### config.mk
export PLATFORM = sky130hd
export DESIGN_NAME = acq_limits
export DESIGN_NICKNAME = d
export VERILOG_FILES = /design/src/include/acq_pkg.sv /design/src/hw/length_check.sv /design/src/hw/acq_limits.sv
export SDC_FILE = /design/constraint.sdc
export NUM_CORES = 2
export LEC_CHECK = 0
export BUFFER_PORTS_ARGS = -buffer_cell sky130_fd_sc_hd__buf_2
export CAP_MARGIN = 20
export CORE_MARGIN = 8
export CORE_UTILIZATION = 50
export DETAILED_ROUTE_END_ITERATION = 8
export GPL_TIMING_DRIVEN = 0
export PLACE_DENSITY = 0.64
export SLEW_MARGIN = 30
export SYNTH_ARGS = -nofsm -noshare
export SYNTH_HDL_FRONTEND = slang
export SYNTH_SLANG_ARGS = --single-unit
### constraint.sdc
create_clock -name CLK -period 94.4 [get_ports CLK]
set_input_delay 14.16 -clock CLK [delete_from_list [all_inputs] [get_ports CLK]]
set_output_delay 14.16 -clock CLK [all_outputs]
set_load 0.05 [all_outputs]
### src/include/acq_pkg.sv
// Purpose : Shared constants and carriers for the acquisition limit checker
// Assumes : Avalon-MM register slave, 32-bit data, word index times four
// Notes   : Lengths in samples per channel; one sample per byte
package acq_pkg;

  // ----------------------------------------------------------------
  // Register indices (byte address = index * 4)
  // ----------------------------------------------------------------
  localparam logic [7:0] IDX_MEMSIZE   = 8'h10;
  localparam logic [7:0] IDX_PRE       = 8'h11;
  localparam logic [7:0] IDX_POST      = 8'h12;
  localparam logic [7:0] IDX_SEGMENT   = 8'h13;
  localparam logic [7:0] IDX_LOOPS     = 8'h14;
  localparam logic [7:0] IDX_CONFIG    = 8'h15;
  localparam logic [7:0] IDX_STATUS    = 8'h16;
  localparam logic [7:0] IDX_BUFLEN    = 8'h17;
  localparam logic [7:0] IDX_NOTIFY    = 8'h18;
  localparam logic [7:0] IDX_CONTROL   = 8'h19;
  localparam logic [7:0] IDX_CARD_AV   = 8'h1A;
  localparam logic [7:0] IDX_USER_LEN  = 8'hC8;
  localparam logic [7:0] IDX_USER_POS  = 8'hC9;
  localparam logic [7:0] IDX_CARD_LEN  = 8'hCA;

  // ----------------------------------------------------------------
  // Config and control field positions
  // ----------------------------------------------------------------
  localparam int CFG_CH_LSB   = 0;  // 2 bits: 0=1ch 1=2ch 2=4ch
  localparam int CFG_MODE_LSB = 2;  // 3 bits: acquisition mode
  localparam int CFG_DIR_BIT  = 5;  // 1 = transfer toward card
  localparam int CFG_FAST_BIT = 6;  // 1 = sample rate above 100 MS/s
  localparam int CTL_START    = 0;
  localparam int CTL_CLR_ERR  = 1;
  localparam logic [31:0] CONFIG_RESET = 32'h0000_0000;

  // ----------------------------------------------------------------
  // Limits
  // ----------------------------------------------------------------
  localparam logic [35:0] MEM_MIN_BASE  = 36'h0_0000_0008;
  localparam logic [35:0] TRIG_MIN_BASE = 36'h0_0000_0004;
  localparam logic [35:0] PRE_MAX_1CH   = 36'h0_0000_3FE0; // 16k-32
  localparam logic [35:0] STREAM_TOP    = 36'h2_0000_0000; // 8G
  localparam logic [31:0] LOOPS_MAX     = 32'hFFFF_FFFF;   // 4G-1
  localparam logic [35:0] INSTALLED_MEM = 36'h0_0400_0000; // 64 MSample

  typedef enum logic [2:0] {
    MODE_STD_SINGLE = 3'h0,
    MODE_STD_MULTI  = 3'h1,
    MODE_STD_GATE   = 3'h2,
    MODE_FIFO_SINGLE= 3'h3,
    MODE_FIFO_MULTI = 3'h4,
    MODE_FIFO_GATE  = 3'h5
  } acq_mode_t;

  typedef struct packed {
    logic        read;
    logic        write;
    logic [9:0]  address;
    logic [31:0] writedata;
  } avmm_req_t;

  typedef struct packed {
    logic [31:0] readdata;
    logic        waitrequest;
  } avmm_rsp_t;

endpackage : acq_pkg

### src/hw/length_check.sv
// Purpose : Checks one length value against minimum, maximum and step
// Assumes : Step is a power of two
// Notes   : Pure combinational
module length_check (
  input  wire logic [35:0] value,
  input  wire logic [35:0] min_len,
  input  wire logic [35:0] max_len,
  input  wire logic [35:0] step,
  output logic             ok
);
  import acq_pkg::*;

  // Step test uses a mask since every step is a power of two
  always_comb begin
    ok = (value >= min_len) && (value <= max_len) && ((value & (step - 36'h1)) == 36'h0);
  end

endmodule : length_check

### src/hw/acq_limits.sv
// Purpose : Acquisition length limit checks and transfer buffer counters
// Assumes : One clock, Avalon-MM slave with waitrequest
// Notes   : Rejected writes keep the old value and raise a sticky error
//
// Design decision made here: the Avalon-MM slave port.
module acq_limits #(
  parameter logic [35:0] INSTALLED = acq_pkg::INSTALLED_MEM
) (
  input  wire logic                 CLK,
  input  wire logic                 RESET,
  input  wire logic                 CE,
  input  wire acq_pkg::avmm_req_t   AVM_REQ,
  input  wire logic                 XFER_BYTE,
  output acq_pkg::avmm_rsp_t        AVM_RSP,
  output logic                      INTERLACE,
  output logic                      XFER_ENABLE,
  output logic                      PARAM_ERROR
);
  import acq_pkg::*;

  // ----------------------------------------------------------------
  // State
  // ----------------------------------------------------------------
  typedef struct packed {
    logic [35:0] memsize;
    logic [35:0] pre;
    logic [35:0] post;
    logic [35:0] segment;
    logic [31:0] loops;
    logic [31:0] config_w;
    logic [31:0] buflen;
    logic [31:0] notify;
    logic [31:0] user_len;
    logic [31:0] user_pos;
    logic [31:0] card_len;
    logic [31:0] pending;
    logic        running;
    logic        error;
    logic        ack;
    logic        wait_r;    // Registered waitrequest, high while idle
    logic [31:0] rdata;
  } state_t;

  state_t s_reg;
  state_t s_next;

  // ----------------------------------------------------------------
  // Decode
  // ----------------------------------------------------------------
  logic [1:0]  ch_code;
  logic        fast;
  logic [2:0]  mode;
  logic        to_card;
  logic [35:0] mem_min;
  logic [35:0] trig_min;
  logic [35:0] mem_cap;
  logic [35:0] pre_max;
  logic [35:0] stream_max;
  logic [35:0] wval;
  logic [7:0]  widx;
  logic        ok_mem;
  logic        ok_pre;
  logic        ok_post;
  logic        ok_seg;
  logic        pre_used;
  logic        is_fifo;

  assign ch_code  = s_reg.config_w[CFG_CH_LSB +: 2];
  assign mode     = s_reg.config_w[CFG_MODE_LSB +: 3];
  assign to_card  = s_reg.config_w[CFG_DIR_BIT];
  assign fast     = s_reg.config_w[CFG_FAST_BIT];
  assign wval     = {4'h0, AVM_REQ.writedata};
  assign widx     = AVM_REQ.address[9:2];
  assign is_fifo  = (mode == MODE_FIFO_SINGLE) || (mode == MODE_FIFO_MULTI) ||
                    (mode == MODE_FIFO_GATE);
  assign pre_used = (mode != MODE_STD_SINGLE);

  // Interlace doubles every minimum and step
  assign mem_min  = fast ? (MEM_MIN_BASE << 1) : MEM_MIN_BASE;
  assign trig_min = fast ? (TRIG_MIN_BASE << 1) : TRIG_MIN_BASE;
  // Channel count shares memory; pre trigger FIFO shrinks likewise
  assign mem_cap  = INSTALLED >> ch_code;
  assign pre_max  = PRE_MAX_1CH >> ch_code;
  // Streaming lengths stop one step below 8G
  assign stream_max = STREAM_TOP - trig_min;

  // Memory and segment share the step of the trigger lengths.
  // Limitation: the bus carries 32-bit values, so the streaming ceiling
  // one step below 8G is never reached from software; it is kept so the
  // checks stay correct if the data path is ever widened.
  // Standard-mode post limits come from the per-channel memory cap, not
  // from a per-mode table: a few values pass here that a later start may
  // still refuse, traded for one checker per length.
  length_check u_mem (
    .value   (wval),
    .min_len (mem_min),
    .max_len (mem_cap),
    .step    (trig_min),
    .ok      (ok_mem)
  );
  length_check u_pre (
    .value   (wval),
    .min_len (trig_min),
    .max_len (pre_max),
    .step    (trig_min),
    .ok      (ok_pre)
  );
  length_check u_post (
    .value   (wval),
    .min_len (trig_min),
    .max_len (is_fifo ? stream_max : mem_cap - trig_min),
    .step    (trig_min),
    .ok      (ok_post)
  );
  length_check u_seg (
    .value   (wval),
    .min_len (mem_min),
    .max_len (is_fifo ? stream_max : mem_cap >> 1),
    .step    (trig_min),
    .ok      (ok_seg)
  );

  // Largest notify multiple not above the pending count.
  // A notify of zero publishes every byte at once, handy for bring-up.
  function automatic logic [31:0] notify_floor(input logic [31:0] v, input logic [31:0] n);
    notify_floor = (n == 32'h0) ? v : (v - (v % n));
  endfunction : notify_floor

  // ----------------------------------------------------------------
  // Next state
  // ----------------------------------------------------------------
  // Transfer byte and host release may land in one cycle; both apply
  always_comb begin
    logic [31:0] granted;
    logic [31:0] rel;
    logic [31:0] pos_sum;
    granted = 32'h0;
    rel     = 32'h0;
    pos_sum = 32'h0;
    s_next  = s_reg;
    s_next.ack = 1'b0;

    // Bytes offered while the card counter is empty are dropped: the
    // engine must never move more than software has handed back.
    // Transfer engine moves one byte from card counter to pending
    if (s_reg.running && XFER_BYTE && (s_reg.card_len != 32'h0)) begin
      s_next.card_len = s_reg.card_len - 32'h1;
      s_next.pending  = s_reg.pending + 32'h1;
    end

    // Publish only whole notify blocks to the user
    granted = notify_floor(s_next.pending, s_reg.notify);
    s_next.user_len = s_reg.user_len + granted;
    s_next.pending  = s_next.pending - granted;

    // Bus handshake: a request is taken at the edge where it is first seen
    // with no answer pending; waitrequest then drops for exactly one cycle.
    // Read data is captured at the taking edge, so it already stands when
    // the master samples waitrequest low. A write lands only at that
    // answering edge, so no state moves while waitrequest is still high.
    if ((AVM_REQ.read || AVM_REQ.write) && !s_reg.ack) begin
      s_next.ack = 1'b1;
    end

    if (AVM_REQ.read || AVM_REQ.write) begin
      if (AVM_REQ.write && s_reg.ack) begin
        unique case (widx)
          IDX_MEMSIZE: if (ok_mem) s_next.memsize = wval; else s_next.error = 1'b1;
          IDX_PRE:     if (ok_pre && pre_used) s_next.pre = wval;
                       else s_next.error = 1'b1;
          IDX_POST:    if (ok_post) s_next.post = wval; else s_next.error = 1'b1;
          IDX_SEGMENT: if (ok_seg) s_next.segment = wval; else s_next.error = 1'b1;
          IDX_LOOPS:   s_next.loops = AVM_REQ.writedata;        // Full range valid
          IDX_CONFIG:  s_next.config_w = AVM_REQ.writedata;
          IDX_BUFLEN:  s_next.buflen = AVM_REQ.writedata;
          IDX_NOTIFY:  s_next.notify = AVM_REQ.writedata;
          IDX_CONTROL: begin
            if (AVM_REQ.writedata[CTL_CLR_ERR]) s_next.error = 1'b0;
            // Start resets counters to an empty user side
            if (AVM_REQ.writedata[CTL_START]) begin
              s_next.running  = 1'b1;
              s_next.user_len = 32'h0;
              s_next.user_pos = 32'h0;
              s_next.pending  = 32'h0;
              s_next.card_len = s_reg.buflen;
            end else begin
              // Stop keeps the counters so software can read where it ended
              s_next.running  = 1'b0;
            end
          end
          IDX_CARD_LEN: begin
            // Host returns consumed bytes; excess counts as error
            rel = (AVM_REQ.writedata > s_next.user_len) ? s_next.user_len
                                                        : AVM_REQ.writedata;
            if (AVM_REQ.writedata > s_next.user_len) s_next.error = 1'b1;
            s_next.user_len = s_next.user_len - rel;
            s_next.card_len = s_next.card_len + rel;
            pos_sum = s_reg.user_pos + rel;
            // Position wraps at the buffer end, carrying any overshoot past it
            s_next.user_pos = (pos_sum >= s_reg.buflen) ? pos_sum - s_reg.buflen : pos_sum;
          end
          default: ;
        endcase
      end else if (AVM_REQ.read && !s_reg.ack) begin
        unique case (widx)
          IDX_MEMSIZE:  s_next.rdata = s_reg.memsize[31:0];
          IDX_PRE:      s_next.rdata = s_reg.pre[31:0];
          IDX_POST:     s_next.rdata = s_reg.post[31:0];
          IDX_SEGMENT:  s_next.rdata = s_reg.segment[31:0];
          IDX_LOOPS:    s_next.rdata = s_reg.loops;
          IDX_CONFIG:   s_next.rdata = s_reg.config_w;
          IDX_STATUS:   s_next.rdata = {29'h0, to_card, s_reg.running, s_reg.error};
          IDX_BUFLEN:   s_next.rdata = s_reg.buflen;
          IDX_NOTIFY:   s_next.rdata = s_reg.notify;
          IDX_CARD_AV:  s_next.rdata = s_reg.card_len;
          IDX_USER_LEN: s_next.rdata = s_reg.user_len;
          IDX_USER_POS: s_next.rdata = s_reg.user_pos;
          default:      s_next.rdata = 32'h0;                         // Unmapped and write-only
        endcase
      end
    end

    // Waitrequest is its own flip-flop so the port needs no gate
    s_next.wait_r = ~s_next.ack;
  end

  // ----------------------------------------------------------------
  // Registers
  // ----------------------------------------------------------------
  // Clock enable freezes everything, bus handshake included.
  // A request that meets a low enable before its answer simply sees a longer wait;
  // if enable drops in the answer cycle, waitrequest stays low and a write lands only at the next enabled edge.
  always_ff @(posedge CLK or posedge RESET) begin
    if (RESET) begin
      s_reg          <= '0;
      s_reg.wait_r   <= 1'b1;    // Idle slave holds waitrequest high
      s_reg.memsize  <= MEM_MIN_BASE;
      s_reg.pre      <= TRIG_MIN_BASE;
      s_reg.post     <= TRIG_MIN_BASE;
      s_reg.segment  <= MEM_MIN_BASE;
      s_reg.config_w <= CONFIG_RESET;
    end else if (CE) begin
      s_reg <= s_next;
    end
  end

  // ----------------------------------------------------------------
  // Outputs
  // ----------------------------------------------------------------
  assign AVM_RSP.readdata    = s_reg.rdata;
  assign AVM_RSP.waitrequest = s_reg.wait_r;
  assign INTERLACE           = s_reg.config_w[CFG_FAST_BIT];
  assign XFER_ENABLE         = s_reg.running;
  assign PARAM_ERROR         = s_reg.error;

endmodule : acq_limits

**Word-level counts from Yosys, hierarchy flattened**

Cells that the tools add are included.

- Word-level logic and storage cells: 126
- Bits of input ports: 48
- Bits in registers: 420
- Output and inout port bits: 36

- Bitwise gates (word level): 3
- Multiplexer cells: 23
- $lt $le $gt $ge: 8
- Shift-type cells: 2
- Add/subtract/negate cells: 12
- Reduce and logical (&&, ||, !) cells: 36
- Div/mod/pow operators: 1
- Equal/unequal tests: 24

Operators by type and width:

| operator | number |
|---|---|
| one-hot mux 32 bit (12 select lines) | 1 |
| two-way mux 130 bit | 2 |
| one-hot mux 96 bit (2 select lines) | 1 |
| <= comparator 32 x 36 -> 1 bit | 4 |
| two-way mux 128 bit | 1 |
| subtractor 32 bit | 4 |
| adder 32 bit | 3 |
| two-way mux 32 bit | 3 |
| equality test 8 x 5 -> 1 bit (second input constant) | 11 |
| two-way mux 36 bit | 2 |
| two-way mux 64 bit | 1 |
| AND 32 x 36 -> 36 bit | 1 |
| logical NOT 36 bit | 1 |
| right shift 14 x 2 -> 36 bit (first input constant) | 1 |
| right shift 27 x 2 -> 36 bit (first input constant) | 1 |
| subtractor 36 x 4 -> 36 bit | 1 |
| subtractor 34 x 4 -> 35 bit (first input constant) | 1 |
| two-way mux 33 bit | 1 |
| adder 32 x 1 -> 32 bit (second input constant) | 1 |
| >= comparator 32 bit | 1 |
| >= comparator 32 x 4 -> 1 bit | 1 |
| >= comparator 32 x 5 -> 1 bit | 1 |
| greater-than comparator 32 bit | 1 |
| logical NOT 32 bit | 1 |
| other kinds (22) | 63 |

**Longest topological paths before layout**

- Word-level depth: 15
- Mapped depth: 437

**Modules after synthesis**

Synthesis repeated with hierarchy kept, for this count alone.

- Cells, all modules: 9,435
- Area total of the unflattened synthesis: 71,855.2 sq um

Modules (own cells, without submodules):

| module | area each (sq um) | sequential area each (sq um) | times used | cells each |
|---|---|---|---|---|
| acq_limits | 61,114.9 | 10,516.3 | 1 | 7,891 |
| length_check | 2,685.1 | 0.0 | 4 | 386 |

**Least setup slack after synthesis**

OpenSTA, ideal clock, no wires.

- Kind: input to register
- Start point: input port XFER_BYTE
- End point: register s_reg[110] (netlist bit)
- Cell stages on the path: 393
- Slack: -0.740 ns
- Library setup time: 0.133 ns
- Path buffers: 45
- Data arrival time: 95.007 ns
- Required time: 94.267 ns
- Cells stage by stage: nand2_1 -> a2111o_1 -> nor3_1 -> xnor2_1 -> ha_1 -> and3_1 -> nor2_1 -> a31oi_1 -> ha_1 -> o21a_1 -> o21ai_0 -> nor4_1 -> and2_1 -> nor2_1 -> ha_1 -> o21a_1 -> o21ai_0 -> nor2b_1 -> (+357 left out) -> o21a_1 -> o31a_1 -> o211ai_1 -> nand3b_1 -> a21oi_1 -> xnor2_1 -> ha_1 -> clkbuf_1 -> nand2_1 -> o311ai_0 -> a311oi_1 -> a21oi_1 -> nor4b_1 -> nor3_1 -> buf_1 -> buf_1 -> mux2i_1 -> o21ai_0

- Word-level cells in the longest chain between the ends: 13

Ends and longest elaborated chain:

| item | line | RTL |
|---|---|---|
| start: declaration | acq_limits.sv:13 | `input wire logic XFER_BYTE,` |
| logical AND 1 bit (*) (2 in a row) | acq_limits.sv:146 | `if (s_reg.running && XFER_BYTE && (s_reg.card_len != 32'h0)) begin` |
| two-way mux 64 bit (*) | acq_limits.sv:146 |  |
| modulo 32 x 32 -> 32 bit | acq_limits.sv:126 | `notify_floor = (n == 32'h0) ? v : (v - (v % n));` |
| subtractor 32 bit | acq_limits.sv:126 |  |
| two-way mux 32 bit (*) | acq_limits.sv:126 |  |
| adder 32 bit (*) | acq_limits.sv:153 | `s_next.user_len = s_reg.user_len + granted;` |
| greater-than comparator 32 bit | acq_limits.sv:193 | `rel = (AVM_REQ.writedata > s_next.user_len) ? s_next.user_len` |
| two-way mux 32 bit (*) | acq_limits.sv:193 |  |
| adder 32 bit (*) | acq_limits.sv:198 | `pos_sum = s_reg.user_pos + rel;` |
| subtractor 32 bit or >= comparator 32 bit (tied branches) | acq_limits.sv:200 | `s_next.user_pos = (pos_sum >= s_reg.buflen) ? pos_sum - s_reg.buflen : pos_sum;` |
| two-way mux 32 bit (*) | acq_limits.sv:200 |  |
| one-hot mux 96 bit (2 select lines) (*) | acq_limits.sv:167 | `unique case (widx)` |
| end signal: assignment | acq_limits.sv:243 | `s_reg <= s_next;` |
| end: declaration | acq_limits.sv:44 | `state_t s_reg;` |

Every way passes the cells marked *; elsewhere a longest branch is shown, timed or not.
A chain may end at the register's enable or synchronous reset.

**Worst setup path in the final report**

- Start point: input port XFER_BYTE
- End point: register s_reg[103] (netlist bit)

The elaborated chain is that of the path after synthesis.

==> results.md <==
- Sequential-to-total area share from yosys stat: 16.9%
- Post-DP HPWL: 222000 µm
- Dominant synthesized flop cell: dfrtp_1
- Mapped Area: 62200 µm²
- Clk_lat worst skew: 0.66 ns
- Clk buf depth: 3
- Post-synthesis simple-gate area fraction: 18.9%
- FF-to-FF End: s_reg[103]
- Worst Skew: 0.0507 ns
- Max reg flops: 379
- Crit path from: XFER_BYTE
- IO Count: 84
- Final Util: 59.2%
- H-tree Lvls: 2
- Clk root buf: clkbuf_16
- R2r setup slk: 13.66 ns
- RePlAce Congestion: 1.07
- XOR/XNOR Fraction of Synth Area: 8.42%
- GRT Total Usage: 39.4%
- Largest net degree at the start of global routing: 77
- Buffers on Ports: 78
- Period Utilization, post-route: 97.5%
- Remaining antenna violation count: 0
- Vias in the first global route: 63300
- Ratio of cells with drive above 1 in the final layout: 19.1%
- Setup CP Type: in -> reg
- DR vias: 67000
- Syn avg cell area: 7.79 µm²
- CTS tree: built
- Yosys reg bits: 420
- Synth cell count leaders: 827 x ha_1, 710 x nor2_1, 668 x nand2_1
- Most used cell, CP: o21a_1
- Largest family of logic cells by synthesized area: compound AO/OA/AOI/OAI gates
- Vias/cell: 6.66
- Startpoint types: input port
- Initial antenna violation count: 16
- R2R Path Start: s_reg[192]
- Cells after Synth: 7992
- Total gr overflow: 0
- Slowest CP cell: o32ai_1
- Top-count cell post-synth: ha_1
- Worst Hold Class: reg -> reg
- Largest cells by area after synthesis: dfrtp_1 17%, ha_1 17%, mux2_2 6.1%
- Slew headroom: 22.4%
- Global-route wire length before repair: 410000 µm
- MaxCap Viol Count: 0
- DRC viols: 0
- CTS buffer count: 49
- Final Hold Vio Count: 0
- Status: completed
- Yosys warning count: 0
- Post-layout nets: 9265
- Clock-pin slew on the worst setup and hold paths: 0.06 ns
- Post-CTS Hold Fix Bufs: 0
- CP arrival: 92.53 ns
- CP Capture Point: s_reg[103]
- Wire per inst: 28.4 µm
- Worst Tran Pin Value: 1.16 ns
- Async set or reset register ratio after synthesis: 100%
- Tmin final: 92.08 ns
- DIE HEIGHT: 369 µm
- Slowest cell delay on critical path: 0.76 ns
- Crit path required time: 94.86 ns
- Mux cell area share after synthesis: 7.89%
- # rows: 129
- Yosys top cell by area: dfrtp_1
- Library cells used by synthesis: 106
- Die X: 369 µm
- Core area: 124000 µm²
- Iteration-0 DRC Markers: 7107
- Starting Density: 50.3%
- Clock sink count: 420
- Post-synthesis compound-gate area fraction: 26.3%
- Total die area: 136000 µm²
- R2r worst-path depth: 387
- Area Overhead vs Synth: 17.6%
- Area share of fa/ha/maj cells after synthesis: 16.9%
- Detailed Routing Iterations Pass 1: 7
- Hold_sp: AVM_RSP[6]
- Post-synth top area share: 16.7%
- Fmax: 0.0109 GHz
- Crit path max fanout: 10
- Setup violators final: 0
- Final wirelength: 287000 µm
- Crit end category: flop
- Synthesized Nets: 8875
- EDFF count, synth: 0
- Max-slew violation count: 0
- Setup TNS: 0 ns
==> layout by cell type, fill, tap and decap left out, drive strengths merged, types with 84 or more instances in the layout <==
cell / count
nand2b: 84
xnor2: 386
clkbuf: 264
mux2: 339
or3: 88
a21o: 268
a21oi: 614
nand4: 87
nand3: 158
nor3: 249
a31oi: 102
xor2: 212
and2: 85
o21a: 207
nor2b: 101
inv: 414
mux2i: 100
o21ai: 503
ha: 827
nand2: 668
nor2: 710
buf: 465
dfrtp: 415
==> per-stage QoR <==
stage / instance area (µm²) / cells / setup slack, ns / hold slack, ns
4_1_cts: 69800 / 9913 / 0.00934 / 0.484
5_1_grt: 73200 / 10100 / -0.677 / 0.499
2_1_floorplan: 62300 / 7992 / 0.0760 / 0.445
3_5_place_dp: 65300 / 9730 / -26.75 / 0.468
3_3_place_gp: 64700 / 9707 / -26.68 / 0.462
6_report: 73200 / 10100 / 2.32 / 0.480
==> timing repair <==
action                                  4_1_cts  5_1_grt
pin swaps                                    83      216
resized for setup                           553      479
setup buffers                               105      146
cloned                                        0        4
endpoints found under the setup margin      129       97
==> cell families (layout without fill, tap and decap cells) <==
logic type	after synthesis	in the layout
xor gates and xnor gates	598	598
other	0	13
buffers and inverters	731	1162
and+or+nand+nor	2481	2481
adders and majority gates	839	839
DFF	420	420
AOI/OAI and AO/OA	2480	2480
muxes	443	443
==> how the worst min path moves through the flow <==
stage	endpoint	slack, ns	cells past startpoint
3_3_place_gp	AVM_RSP[6]	0.46	1
3_5_place_dp	AVM_RSP[14]	0.47	1
4_1_cts	AVM_RSP[6]	0.48	1
5_1_grt	AVM_RSP[25]	0.50	1
6_report	AVM_RSP[6]	0.48	1
2_1_floorplan	s_reg[367]	0.45	2
==> cell type report <==
class | instances | area, µm²
Multi-Input combinational cell | 6841 | 52600
Sequential cell | 420 | 10500
Antenna cell | 13 | 32.5
Timing Repair Buffer | 357 | 2850
Buffer | 302 | 1890
Clock inverter | 22 | 340
Fill cell | 11400 | 50400
Clock buffer | 70 | 1370
Tap cell | 1637 | 2050
Inverter | 411 | 1560
==> critical path, delay by kind of cell <==
kind	cells	cell delay [ns]
compound gates	213	42.67
xor+xnor	5	0.82
fa+ha+maj	39	11.49
buf+inv	39	5.98
mux	9	2.37
simple gates	82	14.87
==> metal layers <==
layer | part of all wire, % | vias to the layer above | track usage, %
li1 | - | 30300 | -
met1 | 38 | 32400 | 46.8
met2 | 44 | 3326 | 63.2
met3 | 9.0 | 1014 | 7.83
met4 | 9.2 | 2 | 28.8
met5 | 0.0045 | - | 0
Power is not shown: default switching activity piles up to over one toggle a cycle in this logic, so the estimate is an artifact.
